**src/hw/tpcoc_pkg.sv**
```systemverilog
// Constants of the three-loop clock generator: register map, field layout,
// reset values and timing figures.
// Assumes a single 100 MHz system clock and a plain register port.
package tpcoc_pkg;

   // ------------------------------------------------------------
   // Register byte addresses
   // ------------------------------------------------------------
   localparam logic [7:0] TPCOC_ADDR_CTRL = 8'h00;
   localparam logic [7:0] TPCOC_ADDR_SUSPEND = 8'h04;
   localparam logic [7:0] TPCOC_ADDR_LOOP1_SET0 = 8'h08;
   localparam logic [7:0] TPCOC_ADDR_LOOP1_SET1 = 8'h0C;
   localparam logic [7:0] TPCOC_ADDR_LOOP2 = 8'h10;
   localparam logic [7:0] TPCOC_ADDR_LOOP3 = 8'h14;
   localparam logic [7:0] TPCOC_ADDR_ROUTE = 8'h18;
   localparam logic [7:0] TPCOC_ADDR_DIV_A = 8'h1C;
   localparam logic [7:0] TPCOC_ADDR_DIV_B = 8'h20;
   localparam logic [7:0] TPCOC_ADDR_DIV_C = 8'h24;
   localparam logic [7:0] TPCOC_ADDR_STATUS = 8'h28;

   // ------------------------------------------------------------
   // Field positions
   // ------------------------------------------------------------
   localparam int TPCOC_CTRL_LOADED = 0;
   localparam int TPCOC_CTRL_FUNC_LO = 1;
   localparam int TPCOC_CTRL_SUSP_ALSO = 3;
   localparam int TPCOC_CTRL_BYPASS = 4;
   localparam int TPCOC_CTRL_DRIVE_LO = 5;
   localparam int TPCOC_CTRL_CAP_LO = 8;
   localparam int TPCOC_SUSP_LOOP_LO = 0;
   localparam int TPCOC_SUSP_OUT_LO = 4;
   localparam int TPCOC_LOOP_Q_LO = 0;
   localparam int TPCOC_LOOP_P_LO = 16;
   localparam int TPCOC_ROUTE_STRIDE = 4;
   localparam int TPCOC_ROUTE_INV = 2;
   localparam int TPCOC_DIV_SET1_LO = 8;
   localparam int TPCOC_STAT_LOCK_LO = 0;
   localparam int TPCOC_STAT_PIN = 3;
   localparam int TPCOC_STAT_OE_LO = 4;
   localparam int TPCOC_STAT_SHUT = 7;

   // ------------------------------------------------------------
   // Pin functions and crosspoint sources
   // ------------------------------------------------------------
   typedef enum logic [1:0] {
      TPCOC_FN_FREQ_SELECT = 2'h0,
      TPCOC_FN_SUSPEND = 2'h1,
      TPCOC_FN_OUTPUT_ENABLE = 2'h2,
      TPCOC_FN_SHUTDOWN = 2'h3
   } tpcoc_func_t;

   localparam logic [1:0] TPCOC_SRC_REF = 2'h0;

   // ------------------------------------------------------------
   // Reset values
   // ------------------------------------------------------------
   localparam logic [7:0] TPCOC_RST_Q = 8'h01;
   localparam logic [10:0] TPCOC_RST_P = 11'h001;
   localparam logic [6:0] TPCOC_RST_DIV = 7'h01;
   localparam logic [5:0] TPCOC_RST_CAP = 6'h00;
   localparam logic [1:0] TPCOC_RST_DRIVE = 2'h0;

   // ------------------------------------------------------------
   // Timing
   // ------------------------------------------------------------
   localparam int TPCOC_CLK_MHZ = 100;
   localparam int TPCOC_LOCK_TIME_US = 100;
   localparam int TPCOC_LOCK_CYCLES = TPCOC_LOCK_TIME_US * TPCOC_CLK_MHZ;

endpackage

```
**src/hw/tpcoc_core.sv**
```systemverilog
// Configuration and output control of a three-loop clock generator: loop
// dividers, crosspoint, post dividers, general-purpose pin and oscillator trims.
// Assumes a 100 MHz system clock fast against the reference and loop rates;
// loops are modelled as edge-rate generators in that clock domain.
//
// Contract
// - Each loop runs at reference over eight-bit pre-divider times eleven-bit feedback.
// - Four sources, reference or any loop, route to any of three outputs.
// - Each output passes its source through its own seven-bit post divider.
// - General-purpose pin serves one of four functions.
// - Frequency select picks loop one setting and output A/B divisors.
// - Divider changes from frequency select are glitch free.
// - Outputs A and B each take divisor from one of two registers.
// - Output C always takes divisor from one register.
// - Pin may drive suspend together with another function.
// - Output-enable use: low level tri-states all three outputs.
// - Shutdown use: low tri-states outputs, stops loops, counters, oscillator.
// - Leaving shutdown, loops relock before their clocks are valid.
// - Suspend use: low disables a programmed subset of loops and outputs.
// - Suspend stops logic of suspended loops and tri-states suspended outputs.
// - Six-bit load capacitance code, 0.375 pF steps, 6 to 30 pF.
// - A setting fully bypasses input load capacitors for driven clocks.
// - Oscillator drive strength comes from a programmed setting.
// - Inverted loop phase may be selected for an output to stagger edges.
//
// Design decisions made here: the plain strobed port and the address map.
`timescale 1ns/100ps
module tpcoc_core
#(
   parameter int LOCK_CYCLES = tpcoc_pkg::TPCOC_LOCK_CYCLES,
   parameter int DRIVE_W = 2
)
(
   input wire logic clock_in,
   input wire logic rst_in,
   input wire logic [7:0] reg_addr_in,
   input wire logic [31:0] reg_wdata_in,
   input wire logic reg_write_in,
   input wire logic reg_read_in,
   output logic [31:0] reg_rdata_out,
   input wire logic crystal_in,
   input wire logic frequency_select_in,
   output logic clock_out_a,
   output logic clock_out_a_oe_out,
   output logic clock_out_b,
   output logic clock_out_b_oe_out,
   output logic clock_out_c,
   output logic clock_out_c_oe_out,
   output logic oscillator_enable_out,
   output logic [5:0] load_cap_code_out,
   output logic load_cap_bypass_out,
   output logic [DRIVE_W-1:0] drive_strength_out
);

   localparam int LCW = $clog2(LOCK_CYCLES + 1);
   localparam logic [LCW-1:0] LOCK_LAST = LCW'(LOCK_CYCLES);

   // ------------------------------------------------------------
   // Configuration registers
   // ------------------------------------------------------------
   logic loaded_q;
   logic [1:0] func_q;
   logic susp_also_q;
   logic bypass_q;
   logic [DRIVE_W-1:0] drive_q;
   logic [5:0] cap_q;
   logic [2:0] susp_loop_q;
   logic [2:0] susp_out_q;
   logic [7:0] q_set_q [4];
   logic [10:0] p_set_q [4];
   logic [1:0] src_q [3];
   logic inv_q [3];
   logic [6:0] div_set_q [5];

   always_ff @(posedge clock_in)
   begin
      if (rst_in)
      begin
         loaded_q <= 1'b0;
         func_q <= tpcoc_pkg::TPCOC_FN_FREQ_SELECT;
         susp_also_q <= 1'b0;
         bypass_q <= 1'b0;
         drive_q <= DRIVE_W'(tpcoc_pkg::TPCOC_RST_DRIVE);
         cap_q <= tpcoc_pkg::TPCOC_RST_CAP;
         susp_loop_q <= 3'h0;
         susp_out_q <= 3'h0;
         for (int i = 0; i < 4; i++)
         begin
            q_set_q[i] <= tpcoc_pkg::TPCOC_RST_Q;
            p_set_q[i] <= tpcoc_pkg::TPCOC_RST_P;
         end
         for (int i = 0; i < 3; i++)
         begin
            src_q[i] <= tpcoc_pkg::TPCOC_SRC_REF;
            inv_q[i] <= 1'b0;
         end
         for (int i = 0; i < 5; i++)
         begin
            div_set_q[i] <= tpcoc_pkg::TPCOC_RST_DIV;
         end
      end
      else if (reg_write_in)
      begin
         case (reg_addr_in)
            tpcoc_pkg::TPCOC_ADDR_CTRL:
            begin
               loaded_q <= reg_wdata_in[tpcoc_pkg::TPCOC_CTRL_LOADED];
               func_q <= reg_wdata_in[tpcoc_pkg::TPCOC_CTRL_FUNC_LO +: 2];
               susp_also_q <= reg_wdata_in[tpcoc_pkg::TPCOC_CTRL_SUSP_ALSO];
               bypass_q <= reg_wdata_in[tpcoc_pkg::TPCOC_CTRL_BYPASS];
               drive_q <= reg_wdata_in[tpcoc_pkg::TPCOC_CTRL_DRIVE_LO +: DRIVE_W];
               cap_q <= reg_wdata_in[tpcoc_pkg::TPCOC_CTRL_CAP_LO +: 6];
            end
            tpcoc_pkg::TPCOC_ADDR_SUSPEND:
            begin
               susp_loop_q <= reg_wdata_in[tpcoc_pkg::TPCOC_SUSP_LOOP_LO +: 3];
               susp_out_q <= reg_wdata_in[tpcoc_pkg::TPCOC_SUSP_OUT_LO +: 3];
            end
            tpcoc_pkg::TPCOC_ADDR_LOOP1_SET0,
            tpcoc_pkg::TPCOC_ADDR_LOOP1_SET1,
            tpcoc_pkg::TPCOC_ADDR_LOOP2,
            tpcoc_pkg::TPCOC_ADDR_LOOP3:
            begin
               q_set_q[reg_addr_in[3:2] - 2'h2] <= reg_wdata_in[tpcoc_pkg::TPCOC_LOOP_Q_LO +: 8];
               p_set_q[reg_addr_in[3:2] - 2'h2] <= reg_wdata_in[tpcoc_pkg::TPCOC_LOOP_P_LO +: 11];
            end
            tpcoc_pkg::TPCOC_ADDR_ROUTE:
            begin
               for (int i = 0; i < 3; i++)
               begin
                  src_q[i] <= reg_wdata_in[i*tpcoc_pkg::TPCOC_ROUTE_STRIDE +: 2];
                  inv_q[i] <= reg_wdata_in[i*tpcoc_pkg::TPCOC_ROUTE_STRIDE
                                           + tpcoc_pkg::TPCOC_ROUTE_INV];
               end
            end
            tpcoc_pkg::TPCOC_ADDR_DIV_A:
            begin
               div_set_q[0] <= reg_wdata_in[6:0];
               div_set_q[1] <= reg_wdata_in[tpcoc_pkg::TPCOC_DIV_SET1_LO +: 7];
            end
            tpcoc_pkg::TPCOC_ADDR_DIV_B:
            begin
               div_set_q[2] <= reg_wdata_in[6:0];
               div_set_q[3] <= reg_wdata_in[tpcoc_pkg::TPCOC_DIV_SET1_LO +: 7];
            end
            tpcoc_pkg::TPCOC_ADDR_DIV_C:
            begin
               div_set_q[4] <= reg_wdata_in[6:0];
            end
            default:
            begin
            end
         endcase
      end
   end

   // ------------------------------------------------------------
   // Pin inputs: two-flop synchronisers
   // ------------------------------------------------------------
   logic [1:0] xtal_sync_q;
   logic xtal_last_q;
   logic [1:0] pin_sync_q;

   always_ff @(posedge clock_in)
   begin
      if (rst_in)
      begin
         xtal_sync_q <= 2'h0;
         xtal_last_q <= 1'b0;
         pin_sync_q <= 2'h3;
      end
      else
      begin
         xtal_sync_q <= {xtal_sync_q[0], crystal_in};
         xtal_last_q <= xtal_sync_q[1];
         pin_sync_q <= {pin_sync_q[0], frequency_select_in};
      end
   end

   // ------------------------------------------------------------
   // Pin function decode
   // ------------------------------------------------------------
   logic pin_high;
   logic set_sel;
   logic shutdown;
   logic outputs_off;
   logic suspend;
   logic ref_tick;

   assign pin_high = pin_sync_q[1];
   // Frequency select follows the pin only in that use; set 0 otherwise
   assign set_sel = (func_q == tpcoc_pkg::TPCOC_FN_FREQ_SELECT) & pin_high;
   assign shutdown = (func_q == tpcoc_pkg::TPCOC_FN_SHUTDOWN) & ~pin_high;
   assign outputs_off = (func_q == tpcoc_pkg::TPCOC_FN_OUTPUT_ENABLE) & ~pin_high;
   assign suspend = ((func_q == tpcoc_pkg::TPCOC_FN_SUSPEND) | susp_also_q) & ~pin_high;
   // Oscillator is stopped in shutdown, so no reference edges reach the loops
   assign ref_tick = (xtal_sync_q[1] ^ xtal_last_q) & ~shutdown;

   // ------------------------------------------------------------
   // Loops: edge-rate generators with lock timers
   // ------------------------------------------------------------
   logic [3:0] src_tick;
   logic [2:0] loop_locked;

   assign src_tick[0] = ref_tick;

   for (genvar g = 0; g < 3; g++)
   begin : g_loop
      logic [12:0] credit_q;
      logic [LCW-1:0] lock_q;
      logic [7:0] q_div;
      logic [10:0] p_mul;
      logic [12:0] q_ext;
      logic stop;
      logic emit;

      if (g == 0)
      begin : g_sel
         assign q_div = set_sel ? q_set_q[1] : q_set_q[0];
         assign p_mul = set_sel ? p_set_q[1] : p_set_q[0];
      end
      else
      begin : g_fix
         assign q_div = q_set_q[g+1];
         assign p_mul = p_set_q[g+1];
      end

      // A zero pre-divider is treated as one
      assign q_ext = (q_div == 8'h00) ? 13'h0001 : {5'h00, q_div};
      assign stop = shutdown | (suspend & susp_loop_q[g]);
      assign emit = (credit_q >= q_ext) & (lock_q == LOCK_LAST);

      // Output edge rate is reference edge rate times P over Q, at most one per clock
      always_ff @(posedge clock_in)
      begin
         if (rst_in | stop)
         begin
            credit_q <= 13'h0000;
         end
         else
         begin
            credit_q <= credit_q + (ref_tick ? {2'h0, p_mul} : 13'h0000)
                        - (emit ? q_ext : 13'h0000);
         end
      end

      // Every restart counts the full lock time before edges are passed on
      always_ff @(posedge clock_in)
      begin
         if (rst_in | stop)
         begin
            lock_q <= '0;
         end
         else if (lock_q != LOCK_LAST)
         begin
            lock_q <= lock_q + LCW'(1);
         end
      end

      assign src_tick[g+1] = emit;
      assign loop_locked[g] = (lock_q == LOCK_LAST);
   end

   // ------------------------------------------------------------
   // Crosspoint and post dividers
   // ------------------------------------------------------------
   logic [2:0] clk_q;
   logic [2:0] oe_q;

   for (genvar g = 0; g < 3; g++)
   begin : g_out
      logic [6:0] cnt_q;
      logic [6:0] div_q;
      logic phase_q;
      logic [6:0] div_next;
      logic [6:0] div_eff;
      logic tick;
      logic enable;

      if (g < 2)
      begin : g_two
         assign div_next = set_sel ? div_set_q[2*g+1] : div_set_q[2*g];
      end
      else
      begin : g_one
         assign div_next = div_set_q[4];
      end

      assign div_eff = (div_q == 7'h00) ? 7'h01 : div_q;
      assign tick = src_tick[src_q[g]];
      assign enable = loaded_q & ~shutdown & ~outputs_off
                      & ~(suspend & susp_out_q[g]);

      // Counters halt in shutdown or while their output is suspended, and restart from a low phase
      always_ff @(posedge clock_in)
      begin
         if (rst_in | shutdown | (suspend & susp_out_q[g]))
         begin
            cnt_q <= 7'h00;
            phase_q <= 1'b0;
            div_q <= div_next;
         end
         else if (tick)
         begin
            if (cnt_q >= div_eff - 7'h01)
            begin
               cnt_q <= 7'h00;
               phase_q <= ~phase_q;
               // New divisor only at the end of a full period, so no runt pulse
               if (phase_q)
               begin
                  div_q <= div_next;
               end
            end
            else
            begin
               cnt_q <= cnt_q + 7'h01;
            end
         end
      end

      always_ff @(posedge clock_in)
      begin
         if (rst_in)
         begin
            clk_q[g] <= 1'b0;
            oe_q[g] <= 1'b0;
         end
         else
         begin
            clk_q[g] <= phase_q ^ inv_q[g];
            oe_q[g] <= enable;
         end
      end
   end

   // ------------------------------------------------------------
   // Read port
   // ------------------------------------------------------------
   logic [31:0] rdata_d;
   logic [31:0] rdata_q;

   always_comb
   begin
      rdata_d = 32'h0000_0000;
      case (reg_addr_in)
         tpcoc_pkg::TPCOC_ADDR_CTRL:
         begin
            rdata_d[tpcoc_pkg::TPCOC_CTRL_LOADED] = loaded_q;
            rdata_d[tpcoc_pkg::TPCOC_CTRL_FUNC_LO +: 2] = func_q;
            rdata_d[tpcoc_pkg::TPCOC_CTRL_SUSP_ALSO] = susp_also_q;
            rdata_d[tpcoc_pkg::TPCOC_CTRL_BYPASS] = bypass_q;
            rdata_d[tpcoc_pkg::TPCOC_CTRL_DRIVE_LO +: DRIVE_W] = drive_q;
            rdata_d[tpcoc_pkg::TPCOC_CTRL_CAP_LO +: 6] = cap_q;
         end
         tpcoc_pkg::TPCOC_ADDR_SUSPEND:
         begin
            rdata_d[tpcoc_pkg::TPCOC_SUSP_LOOP_LO +: 3] = susp_loop_q;
            rdata_d[tpcoc_pkg::TPCOC_SUSP_OUT_LO +: 3] = susp_out_q;
         end
         tpcoc_pkg::TPCOC_ADDR_LOOP1_SET0,
         tpcoc_pkg::TPCOC_ADDR_LOOP1_SET1,
         tpcoc_pkg::TPCOC_ADDR_LOOP2,
         tpcoc_pkg::TPCOC_ADDR_LOOP3:
         begin
            rdata_d[tpcoc_pkg::TPCOC_LOOP_Q_LO +: 8] = q_set_q[reg_addr_in[3:2] - 2'h2];
            rdata_d[tpcoc_pkg::TPCOC_LOOP_P_LO +: 11] = p_set_q[reg_addr_in[3:2] - 2'h2];
         end
         tpcoc_pkg::TPCOC_ADDR_ROUTE:
         begin
            for (int i = 0; i < 3; i++)
            begin
               rdata_d[i*tpcoc_pkg::TPCOC_ROUTE_STRIDE +: 2] = src_q[i];
               rdata_d[i*tpcoc_pkg::TPCOC_ROUTE_STRIDE + tpcoc_pkg::TPCOC_ROUTE_INV] = inv_q[i];
            end
         end
         tpcoc_pkg::TPCOC_ADDR_DIV_A:
         begin
            rdata_d[6:0] = div_set_q[0];
            rdata_d[tpcoc_pkg::TPCOC_DIV_SET1_LO +: 7] = div_set_q[1];
         end
         tpcoc_pkg::TPCOC_ADDR_DIV_B:
         begin
            rdata_d[6:0] = div_set_q[2];
            rdata_d[tpcoc_pkg::TPCOC_DIV_SET1_LO +: 7] = div_set_q[3];
         end
         tpcoc_pkg::TPCOC_ADDR_DIV_C:
         begin
            rdata_d[6:0] = div_set_q[4];
         end
         tpcoc_pkg::TPCOC_ADDR_STATUS:
         begin
            rdata_d[tpcoc_pkg::TPCOC_STAT_LOCK_LO +: 3] = loop_locked;
            rdata_d[tpcoc_pkg::TPCOC_STAT_PIN] = pin_high;
            rdata_d[tpcoc_pkg::TPCOC_STAT_OE_LO +: 3] = oe_q;
            rdata_d[tpcoc_pkg::TPCOC_STAT_SHUT] = shutdown;
         end
         default:
         begin
            rdata_d = 32'h0000_0000;
         end
      endcase
   end

   always_ff @(posedge clock_in)
   begin
      if (rst_in)
      begin
         rdata_q <= 32'h0000_0000;
      end
      else
      begin
         rdata_q <= reg_read_in ? rdata_d : 32'h0000_0000;
      end
   end

   // ------------------------------------------------------------
   // Outputs
   // ------------------------------------------------------------
   assign reg_rdata_out = rdata_q;
   assign clock_out_a = clk_q[0];
   assign clock_out_b = clk_q[1];
   assign clock_out_c = clk_q[2];
   assign clock_out_a_oe_out = oe_q[0];
   assign clock_out_b_oe_out = oe_q[1];
   assign clock_out_c_oe_out = oe_q[2];
   assign oscillator_enable_out = ~shutdown;
   assign load_cap_code_out = cap_q;
   assign load_cap_bypass_out = bypass_q;
   assign drive_strength_out = drive_q;

endmodule

```
**config.mk**
```make
export PLATFORM = sky130hd
export DESIGN_NAME = tpcoc_core
export DESIGN_NICKNAME = d
export VERILOG_FILES = /design/src/hw/tpcoc_pkg.sv /design/src/hw/tpcoc_core.sv
export SDC_FILE = /design/constraint.sdc
export NUM_CORES = 1
export LEC_CHECK = 0
export BUFFER_PORTS_ARGS = -buffer_cell sky130_fd_sc_hd__buf_2
export CORE_MARGIN = 2
export CORE_UTILIZATION = 45
export CTS_BUF_LIST = sky130_fd_sc_hd__clkbuf_4 sky130_fd_sc_hd__clkbuf_8
export CTS_CLUSTER_SIZE = 16
export DETAILED_ROUTE_END_ITERATION = 10
export PLACE_DENSITY = 0.72
export SLEW_MARGIN = 10
export SYNTH_ARGS = -nofsm -noshare
export SYNTH_HDL_FRONTEND = slang
export SYNTH_SLANG_ARGS = --single-unit
export TNS_END_PERCENT = 20
```
**constraint.sdc**
```tcl
create_clock -name clock_in -period 7.86 [get_ports clock_in]
set_input_delay 1.572 -clock clock_in [delete_from_list [all_inputs] [get_ports clock_in]]
set_output_delay 1.572 -clock clock_in [all_outputs]
set_load 0.005 [all_outputs]
```
# Yosys cells after proc, flatten, opt, wreduce, memory -nomap -nowiden
# Memory sizes are Yosys's and may differ from the RTL's. A register that Yosys moved wholly into a read port is not among the register bits.
# Cells that the tools add are included.
[totals]
mem_bits_rw = 120
out_inout_bits = 48
register_bits = 177
n_memories = 5
inputBits = 46
[classes]
mux = 83
addsub = 16
eq_ne = 19
magnitude_cmp = 9
n_reduce_logical = 30
bitwise_logic = 56
[mem_list]
columns = ["name", "words", "word_bits", "rd", "rd_ports_with_merged_regs", "write_ports", "line", "source"]
rows = [
  ["p_set_q", 4, 11, 5, 1, 4, "tpcoc_core.sv:70", "logic [10:0] p_set_q [4];"],
  ["div_set_q", 5, 7, 5, 0, 5, "tpcoc_core.sv:73", "logic [6:0] div_set_q [5];"],
  ["q_set_q", 4, 8, 5, 0, 4, "tpcoc_core.sv:69", "logic [7:0] q_set_q [4];"],
  ["src_q", 3, 2, 3, 0, 3, "tpcoc_core.sv:71", "logic [1:0] src_q [3];"],
  ["inv_q", 3, 1, 3, 0, 3, "tpcoc_core.sv:72", "logic inv_q [3];"],
]
[ops]
columns = ["operator", "count"]
rows = [
  ["$mux 7", 25],
  ["$mux 8", 8],
  ["$mux 11", 5],
  ["$pmux 3 s8", 2],
  ["$add 14x1->14 const B", 3],
  ["$eq 14x14->1 const B", 3],
  ["$ne 14x14->1 const B", 3],
  ["$add 13x11->13", 3],
  ["$ge 13x8->1", 3],
  ["$sub 13x8->13", 3],
  ["$eq 8x5->1 const B", 4],
  ["$logic_not 8->1", 4],
  ["$mux 1", 30],
  ["$eq 8x6->1 const B", 3],
  ["$or 1x1->1", 22],
  ["$add 7x1->7 const B", 3],
  ["$ge 7x7->1", 3],
  ["$logic_not 7->1", 3],
  ["$sub 7x1->7 const B", 3],
  ["$and 1x1->1", 19],
  ["$reduce_bool 2->1", 9],
  ["$eq 8x4->1 const B", 2],
  ["$pmux 3 s4", 1],
  ["$not 1->1", 11],
  ["19 further kinds", 38],
]

# Longest topological paths before layout
# Gate-level depths: netlist of the first run.
[depth]
depth_word = 11
depth_mapped = 22
depth_no_buf = 21

# Worst setup path before layout of the first run
# No wires, ideal clock.
[synth_path]
kind = "register -> register"
from = "register pin_sync_q[1]"
to = "register g_loop[0].credit_q[12]"
setup_time_ns = 0.128
required_ns = 7.732
path_stages_with_launch = 21
path_buffers = 1
slack_ns = 2.041
t_arrival_ns = 5.692
synth_period_minus_slack_ns = 5.819
cell_sequence = "dfxtp_1 nor3b_1 clkbuf_1 mux2i_1 nand3_1 o21ai_0 ha_1 or3b_2 o41ai_1 a221o_1 nand2_2 or2_2 fa_1 ha_1 a21o_1 a21o_1 a2111oi_0 nor3_1 o31ai_1 xnor2_1 nor2_1"
[synth_via]
elab_chain_len = 8
word_cells_on_any_way = 19
classes_between = "2 x add/sub; 1 x order compare; 5 x mux; 10 x bitwise; 1 x reduce/logical"
[synth_lines]
columns = ["element", "line", "source"]
rows = [
  ["start, declared", "tpcoc_core.sv:162", "logic [1:0] pin_sync_q;"],
  ["start signal, assigned", "tpcoc_core.sv:176", "pin_sync_q <= {pin_sync_q[0], frequency_select_in};"],
  ["$and 1x1->1", "tpcoc_core.sv:192", "assign set_sel = (func_q == tpcoc_pkg::TPCOC_FN_FREQ_SELECT) & pin_high;"],
  ["$mux 8", "tpcoc_core.sv:219", "assign q_div = set_sel ? q_set_q[1] : q_set_q[0];"],
  ["$logic_not 8->1", "tpcoc_core.sv:229", "assign q_ext = (q_div == 8'h00) ? 13'h0001 : {5'h00, q_div};"],
  ["$mux 8", "tpcoc_core.sv:229", ""],
  ["$ge 13x8->1", "tpcoc_core.sv:231", "assign emit = (credit_q >= q_ext) & (lock_q == LOCK_LAST);"],
  ["$and 1x1->1", "tpcoc_core.sv:231", ""],
  ["$mux 8", "tpcoc_core.sv:243", "- (emit ? q_ext : 13'h0000);"],
  ["$sub 13x8->13", "tpcoc_core.sv:243", ""],
  ["end signal, assigned", "tpcoc_core.sv:242", "credit_q <= credit_q + (ref_tick ? {2'h0, p_mul} : 13'h0000)"],
  ["end, declared", "tpcoc_core.sv:209", "logic [12:0] credit_q;"],
]
# Several ways; a longest one is shown, not always the timed one.
# A chain may end at the register's enable or synchronous reset.

# Final worst setup path of the first run
# Same ends and word-level chain as after synthesis.

==> results of run 1 <==
==> area by class of cell <==
type,instances,share of cell area [%]
antenna,2,0.02731
clock buffer,78,5.243
clock inverter,14,0.6964
inverter,154,3.154
multi-input combinational,1136,44.09
sequential,302,40.69
tap,461,3.147
timing repair buffer,99,2.949
==> layer usage <==
metal	wire length, um	vias up	GRT usage, %	part of all wire [%]
met3	3564	90	5.605	8.7
li1	-	5962	-	-
met5	21	-	0	0.051
met1	16460	6107	26.69	40
met4	1082	4	7.920	2.6
met2	19960	470	36.61	49
==> per-stage QoR <==
step / cells / total power, mW / hold slack [ns] / cell area [um2] / util, %
after floorplan: 1648 / 2.981 / 0.3895 / 16320 / -
after global placement: 2152 / 3.241 / 0.4197 / 17230 / 48.31
after detailed placement: 2152 / 3.286 / 0.4425 / 17230 / 48.31
after CTS: 2244 / 4.785 / 0.4559 / 18310 / 51.36
after global routing: 2244 / 5.063 / 0.4694 / 18320 / 51.38
final: 2246 / 4.761 / 0.4503 / 18330 / 51.40
==> power by group through the flow <==
stage	combinational (mW)	clock (mW)	sequential, mW
CTS	1.41	1.52	1.85
floorplan	1.13	0	1.85
global placement	1.36	0	1.88
finish	1.42	1.49	1.85
global route	1.61	1.59	1.87
detailed placement	1.40	0	1.88
==> placed cells by master (no fill, tap or decap), drive strengths merged, types with 8 or more instances in the layout <==
master,count
and2,50
nand2b,12
nor2,190
edfxtp,141
a31oi,9
nor3b,11
nor3,34
nand3,50
xor2,46
a21oi,75
xnor2,36
dfxtp,161
and3,25
fa,24
or2,10
mux4,20
o31ai,14
o21ai,33
buf,99
or3,25
mux2,24
nand2,144
clkbuf,78
a22oi,21
mux2i,13
clkinv,8
nor2b,16
nand4,13
nor4,11
ha,111
inv,156
a21o,22
==> worst max path at each step <==
| stage | from | endpoint | slack, ns | cells past startpoint |
|---|---|---|---|---|
| global route | pin_sync_q[1] | g_loop[0].credit_q[12] | 1.13 | 20 |
| global placement | pin_sync_q[1] | g_loop[0].credit_q[12] | 1.81 | 20 |
| CTS | pin_sync_q[1] | g_loop[0].credit_q[12] | 1.65 | 20 |
| floorplan | pin_sync_q[1] | g_loop[0].credit_q[12] | 2.04 | 20 |
| detailed placement | pin_sync_q[1] | g_loop[0].credit_q[12] | 1.69 | 20 |
| finish | pin_sync_q[1] | g_loop[0].credit_q[12] | 1.60 | 20 |
==> logic make-up after synthesis <==
| group | synth area share (%) |
|---|---|
| other | 0.02301 |
| adders and majority gates | 11.47 |
| buffers and inverters | 4.997 |
| AOI/OAI and AO/OA | 10.06 |
| xor gates and xnor gates | 4.406 |
| and+or+nand+nor | 18.08 |
| muxes | 5.219 |
| DFF | 45.75 |
==> registers in the layout, indices dropped and copies added (netlist names), 21 cells and up <==
name / cells
g_loop.credit_q: 39
g_loop.lock_q: 42
div_set_q: 35
q_set_q: 32
reg_rdata_out: 26
g_out.cnt_q: 21
g_out.div_q: 21
p_set_q: 44
==> metrics.md, run 1 <==
| Metric | Value |
|---|---|
| Hold Path Sink | pin_sync_q[1] |
| Synth top area share | 25.97% |
| Pwr dens | 259.8 mW/mm2 |
| Switching Share | 32.09% |
| Status | finished clean |
| CP peak stage delay | 0.63 ns |
| R2R Path Start | pin_sync_q[1] |
| Synth warn | 0 |
| Yosys reg bits | 302 |
| Antenna-violating nets left | 0 |
| Fmax | 159.6 MHz |
| Congestion Overflow GR | 0 |
| Synth-to-Final Area Change | 12.43% |
| GR Util All Layers | 21.64% |
| Max-cap violation count | 0 |
| Final net count | 1,925 |
| Setup TNS | 0 ns |
| Clock share of power | 31.3% |
| Reg2Reg Depth | 20 |
| Wire per inst | 18.29 um |
| Drt via density | 5.625 |
| Total setup buffers inserted after CTS | 0 |
| CTS Sinks | 302 |
| Avg Synthesized Cell Area | 9.921 um2 |
| Vias in the first global route | 12,380 |
| Logic gate share of total power | 29.8% |
| Area of the multi-input gates | 0.008080 mm2 |
| RSZ-0062 raised after global routing | false |
| Final wirelength | 41,090 um |
| Final worst slack | 1.596 ns |
| Cells after Synth | 1,643 |
| Worst path arrival time | 6.71 ns |
| WHS Path Cells | 1 |
| Synth area leaders | edfxtp_1, dfxtp_1, ha_1, nor2_1, inv_1 |
| Period utilisation layout | 79.70% |
| Max Slew Vio Count | 0 |
| Startpoint types | flip-flop |
| Setup crit end kind | flip-flop |
| Hold buffers post-CTS | 0 |
| Max-slew headroom | 25.23% |
| Psw | 1.528 mW |
| Via Count | 12,630 |
| Most frequent cell after synthesis | nor2_1 |
| CTS Root Cell | clkbuf_8 |
| Clock Tree Buf Depth | 3 |
| Filler cells | 3,199 |
| Drt initial violations | 1,020 |
| IO buf count | 81 |
| Worst-margin pin slew | 1.117 ns |
| Int Pwr | 3.233 mW |
| Setup slack, reg-to-reg | 1.60 ns |
| I/O Pins | 94 |
| Crit path max fanout | 19 |
| Leakage power total | 7.535 nW |
| Die W | 194.3 um |
| Register Area | 0.007457 mm2 |
| Biggest area consumer among synthesized cells | edfxtp_1 |
| Netlist Area Pre-Place | 0.01630 mm2 |
| Hold Startpoint | pin_sync_q[0] |
| Synth cell count leaders | nor2_1, dfxtp_1, inv_1, nand2_1, edfxtp_1 |
| Final setup vio count | 0 |
| Initial antenna violation count | 3 |
| Final hold violation count | 0 |
| CTS tree | done |
| Worst-Skew Late Latency | 0.59 ns |
| Post-synth ARST share | 0% |
| Largest net degree at the start of global routing | 32 |
| Top delay family on crit path | compound AO/OA/AOI/OAI gates |
| GPL Wtd Cong | 0.8899 |
| Post-DP HPWL | 29,940 um |
| Worst VDD drop | 0.0002296 V |
| DRC | 0 |
| R2R Path End | g_loop[0].credit_q[12] |
| Critical-path cell list | nor3b_2 -> buf_4 -> mux2i_1 -> nand3_1 -> o21ai_0 -> ha_1 -> or3b_2 -> o41ai_1 -> a221o_1 -> nand2_2 -> or2_2 -> fa_1 -> ha_1 -> a21o_1 -> a21o_1 -> a2111oi_0 -> nor3_1 -> o31ai_1 -> xnor2_1 -> nor2_1 |
| First-pass GRT wire length | 64,870 um |
| Synth cell types | 71 |
| Min Tclk post-route | 6.264 ns |
| Worst-path clk slew | 0.06 ns |
| Cell Rows | 69 |
| Num CTS Buffers | 51 |
| Post-synthesis sequential area ratio | 45.75% |
| Post_cts resized | 0 |
| WP data required | 8.30 ns |
| Clock Skew | 0.01965 ns |
| Top_reg_cell synth | dfxtp_1 |
| Register share of total power | 38.9% |
| Die Ht | 194.3 um |
| CP Class | reg -> reg |
| EDFF count, synth | 141 |
| Core footprint | 0.03566 mm2 |
| DIE AREA | 0.03776 mm2 |
| Share of layout cells above drive strength 1 | 14.19% |
| H-Tree Depth | 2 |
| HP Class | reg -> reg |
| Initial Util | 45.72% |
| WP buf/inv | 1 |
| DR pass1 iterations | 8 |
| Setup WS pre-CTS | 1.692 ns |
| CP max-delay cell | a2111oi_0 |
No activity file was read; power rests on OpenSTA's default activity.
==> run 2: changes to the inputs <==
- clock period: 7.86 -> 6.5 ns (I/O delays scaled with it)
==> run 2 against run 1 <==
The run now ends with DRC left. Clock power up 23%. Count of clock-buffer cells in the layout up 5. Cell area up 0.14%. Global-route usage up 0.14 points. Routed wire length down 0.54%. Critical endpoint unchanged. Highest routed layer unchanged.
==> metrics.md, run 2 (same netlist as run 1, synthesis figures left out) <==
| Metric | Value |
|---|---|
| Most common cell after layout, fill and taps aside | nor2_1 |
| Most flop-heavy register | p_set_q |
| Setup crit end kind | flip-flop |
| Register share of total power | 38.6% |
| Period utilisation layout | 95.97% |
| Leakage power total | 7.565 nW |
| Final net count | 1,924 |
| Worst-Skew Late Latency | 0.60 ns |
| DRC | 2 |
| Worst-margin pin slew | 1.141 ns |
| Congestion Overflow GR | 0 |
| Setup WS pre-CTS | 0.3299 ns |
| DIE AREA | 0.03776 mm2 |
| Worst path arrival time | 6.69 ns |
| Drt via density | 5.533 |
| Number of antenna diodes | 0 |
| I/O Pins | 94 |
| CP Class | reg -> reg |
| Pwr Total | 5.813 mW |
| Logic gate share of total power | 29.7% |
| R2R Path End | g_loop[0].credit_q[12] |
| Status | complete, but fails checks |
| First-pass GRT wire length | 65,300 um |
| Switching Share | 31.94% |
| CTS Sinks | 302 |
| HP Class | reg -> reg |
| Initial Util | 45.72% |
| H-Tree Depth | 2 |
| Max Slew Vio Count | 0 |
| Top sig layer | met5 |
| Final wirelength | 40,860 um |
| Area of placed instances | 0.01723 mm2 |
| Max reg flops | 44 |
| Antenna-violating nets left | 0 |
| Psw | 1.857 mW |
| Most frequent cells in the layout | nor2_1, dfxtp_1, inv_1 |
| Min Tclk post-route | 6.238 ns |
| Launch point of the worst path | pin_sync_q[1] |
| Largest registers | p_set_q x44, g_loop.lock_q x42, g_loop.credit_q x39 |
| GPL Wtd Cong | 0.8957 |
| DP Cell Count | 2,153 |
| Int Pwr | 3.956 mW |
| CTS tree | done |
| Clock Tree Buf Depth | 3 |
| Violated checks | DRC |
| Final setup vio count | 0 |
| Synth-to-Final Area Change | 12.58% |
| CP max-delay cell | a2111oi_1 |
| Die W | 194.3 um |
| WP data required | 6.95 ns |
| Pwr dens | 316.8 mW/mm2 |
| Fin area | 0.01835 mm2 |
| Cell Rows | 69 |
| Fin Hold WS | 0.4346 ns |
| Largest net degree at the start of global routing | 32 |
| Hold Startpoint | pin_sync_q[0] |
| WHS Path Cells | 1 |
| GR Util All Layers | 21.78% |
| Worst VDD drop | 0.0002936 V |
| Wire per inst | 18.21 um |
| Num CTS Buffers | 49 |
| Fmax | 160.3 MHz |
| Max-cap violation count | 0 |
| CTS Root Cell | clkbuf_8 |
| IO buf count | 81 |
| Reg2Reg Depth | 20 |
| Met1 Wirelength | 17,310 um |
| R2R Path Start | pin_sync_q[1] |
| Worst-path clk slew | 0.06 ns |
| Share of layout cells above drive strength 1 | 14.41% |
| Setup slack, reg-to-reg | 0.26 ns |
| Core footprint | 0.03566 mm2 |
| CP peak stage delay | 0.59 ns |
| Fin cells | 2,244 |
| Startpoint types | flip-flop |
| Post-DP HPWL | 29,590 um |
| Die Ht | 194.3 um |
| Initial antenna violation count | 2 |
| Clock Skew | 0.01569 ns |
| Hold Path Sink | pin_sync_q[1] |
| Hold buffers post-CTS | 0 |
| Clock share of power | 31.7% |
| DR pass1 iterations | 8 |
| Met2 WL | 19,430 um |
| Total setup buffers inserted after CTS | 0 |
| Critical-path cell list | nor3b_2 -> buf_4 -> mux2i_1 -> nand3_1 -> o21ai_0 -> ha_1 -> or3b_2 -> o41ai_1 -> a221o_1 -> nand2_2 -> or2_2 -> fa_1 -> ha_1 -> a21o_1 -> a21o_1 -> a2111oi_1 -> nor3_1 -> o31ai_1 -> xnor2_1 -> nor2_1 |
| Via Count | 12,420 |
| Final worst slack | 0.2621 ns |
| Final hold violation count | 0 |
| Post_cts resized | 0 |
| Drt initial violations | 952 |
| Vias in the first global route | 12,430 |
| Max-slew headroom | 23.63% |
| Crit path max fanout | 19 |
| Wire length on met3 | 2662 um |
run 2: routing by layer:
| metal | up-vias | GRT usage [%] |
|---|---|---|
| li1 | 5962 | - |
| met1 | 5944 | 28.03 |
| met2 | 401 | 36.77 |
| met3 | 105 | 3.748 |
| met4 | 4 | 8.319 |
| met5 | - | 0 |
run 2: layout make-up:
cell class | instances | area [um2]
Clock buffer | 83 | 1017
Fill cell | 3183 | 17300
Inverter | 154 | 578.1
Tap cell | 461 | 576.8
Multi-Input combinational cell | 1136 | 8074
Clock inverter | 8 | 100.1
Timing Repair Buffer | 100 | 548.0
Sequential cell | 302 | 7457
run 2: power by group through the flow:
| stage | registers, mW | clock network (mW) | logic (mW) |
|---|---|---|---|
| global placement | 2.28 | 0 | 1.64 |
| finish | 2.24 | 1.84 | 1.73 |
| detailed placement | 2.28 | 0 | 1.70 |
| floorplan | 2.24 | 0 | 1.36 |
| CTS | 2.24 | 1.87 | 1.71 |
| global route | 2.26 | 1.95 | 1.98 |
run 2: stage by stage:
stage               setup TNS [ns]  util, %
detailed placement               0    48.33
global placement                 0    48.33
global route              -0.01241    51.47
CTS                              0    51.47
finish                           0    51.47
floorplan                        0        -
run 2: worst max path at each step:
| stage | endpoint | slack, ns | cells after the start |
|---|---|---|---|
| 2_1_floorplan | g_loop[0].credit_q[12] | 0.68 | 20 |
| 5_1_grt | g_loop[0].credit_q[12] | -0.01 | 20 |
| 4_1_cts | g_loop[0].credit_q[12] | 0.30 | 20 |
| 6_report | g_loop[0].credit_q[12] | 0.26 | 20 |
| 3_3_place_gp | g_loop[0].credit_q[12] | 0.47 | 20 |
| 3_5_place_dp | g_loop[0].credit_q[12] | 0.33 | 20 |
run 2: critical path: cells and delay by family, from the launching register on:
family                     cells  cell delay, ns
buffers and inverters          1            0.38
muxes                          1            0.47
xor gates and xnor gates       1            0.16
and+or+nand+nor                7            1.59
DFF                            1            0.40
adders and majority gates      3            0.97
AOI/OAI and AO/OA              7            2.12
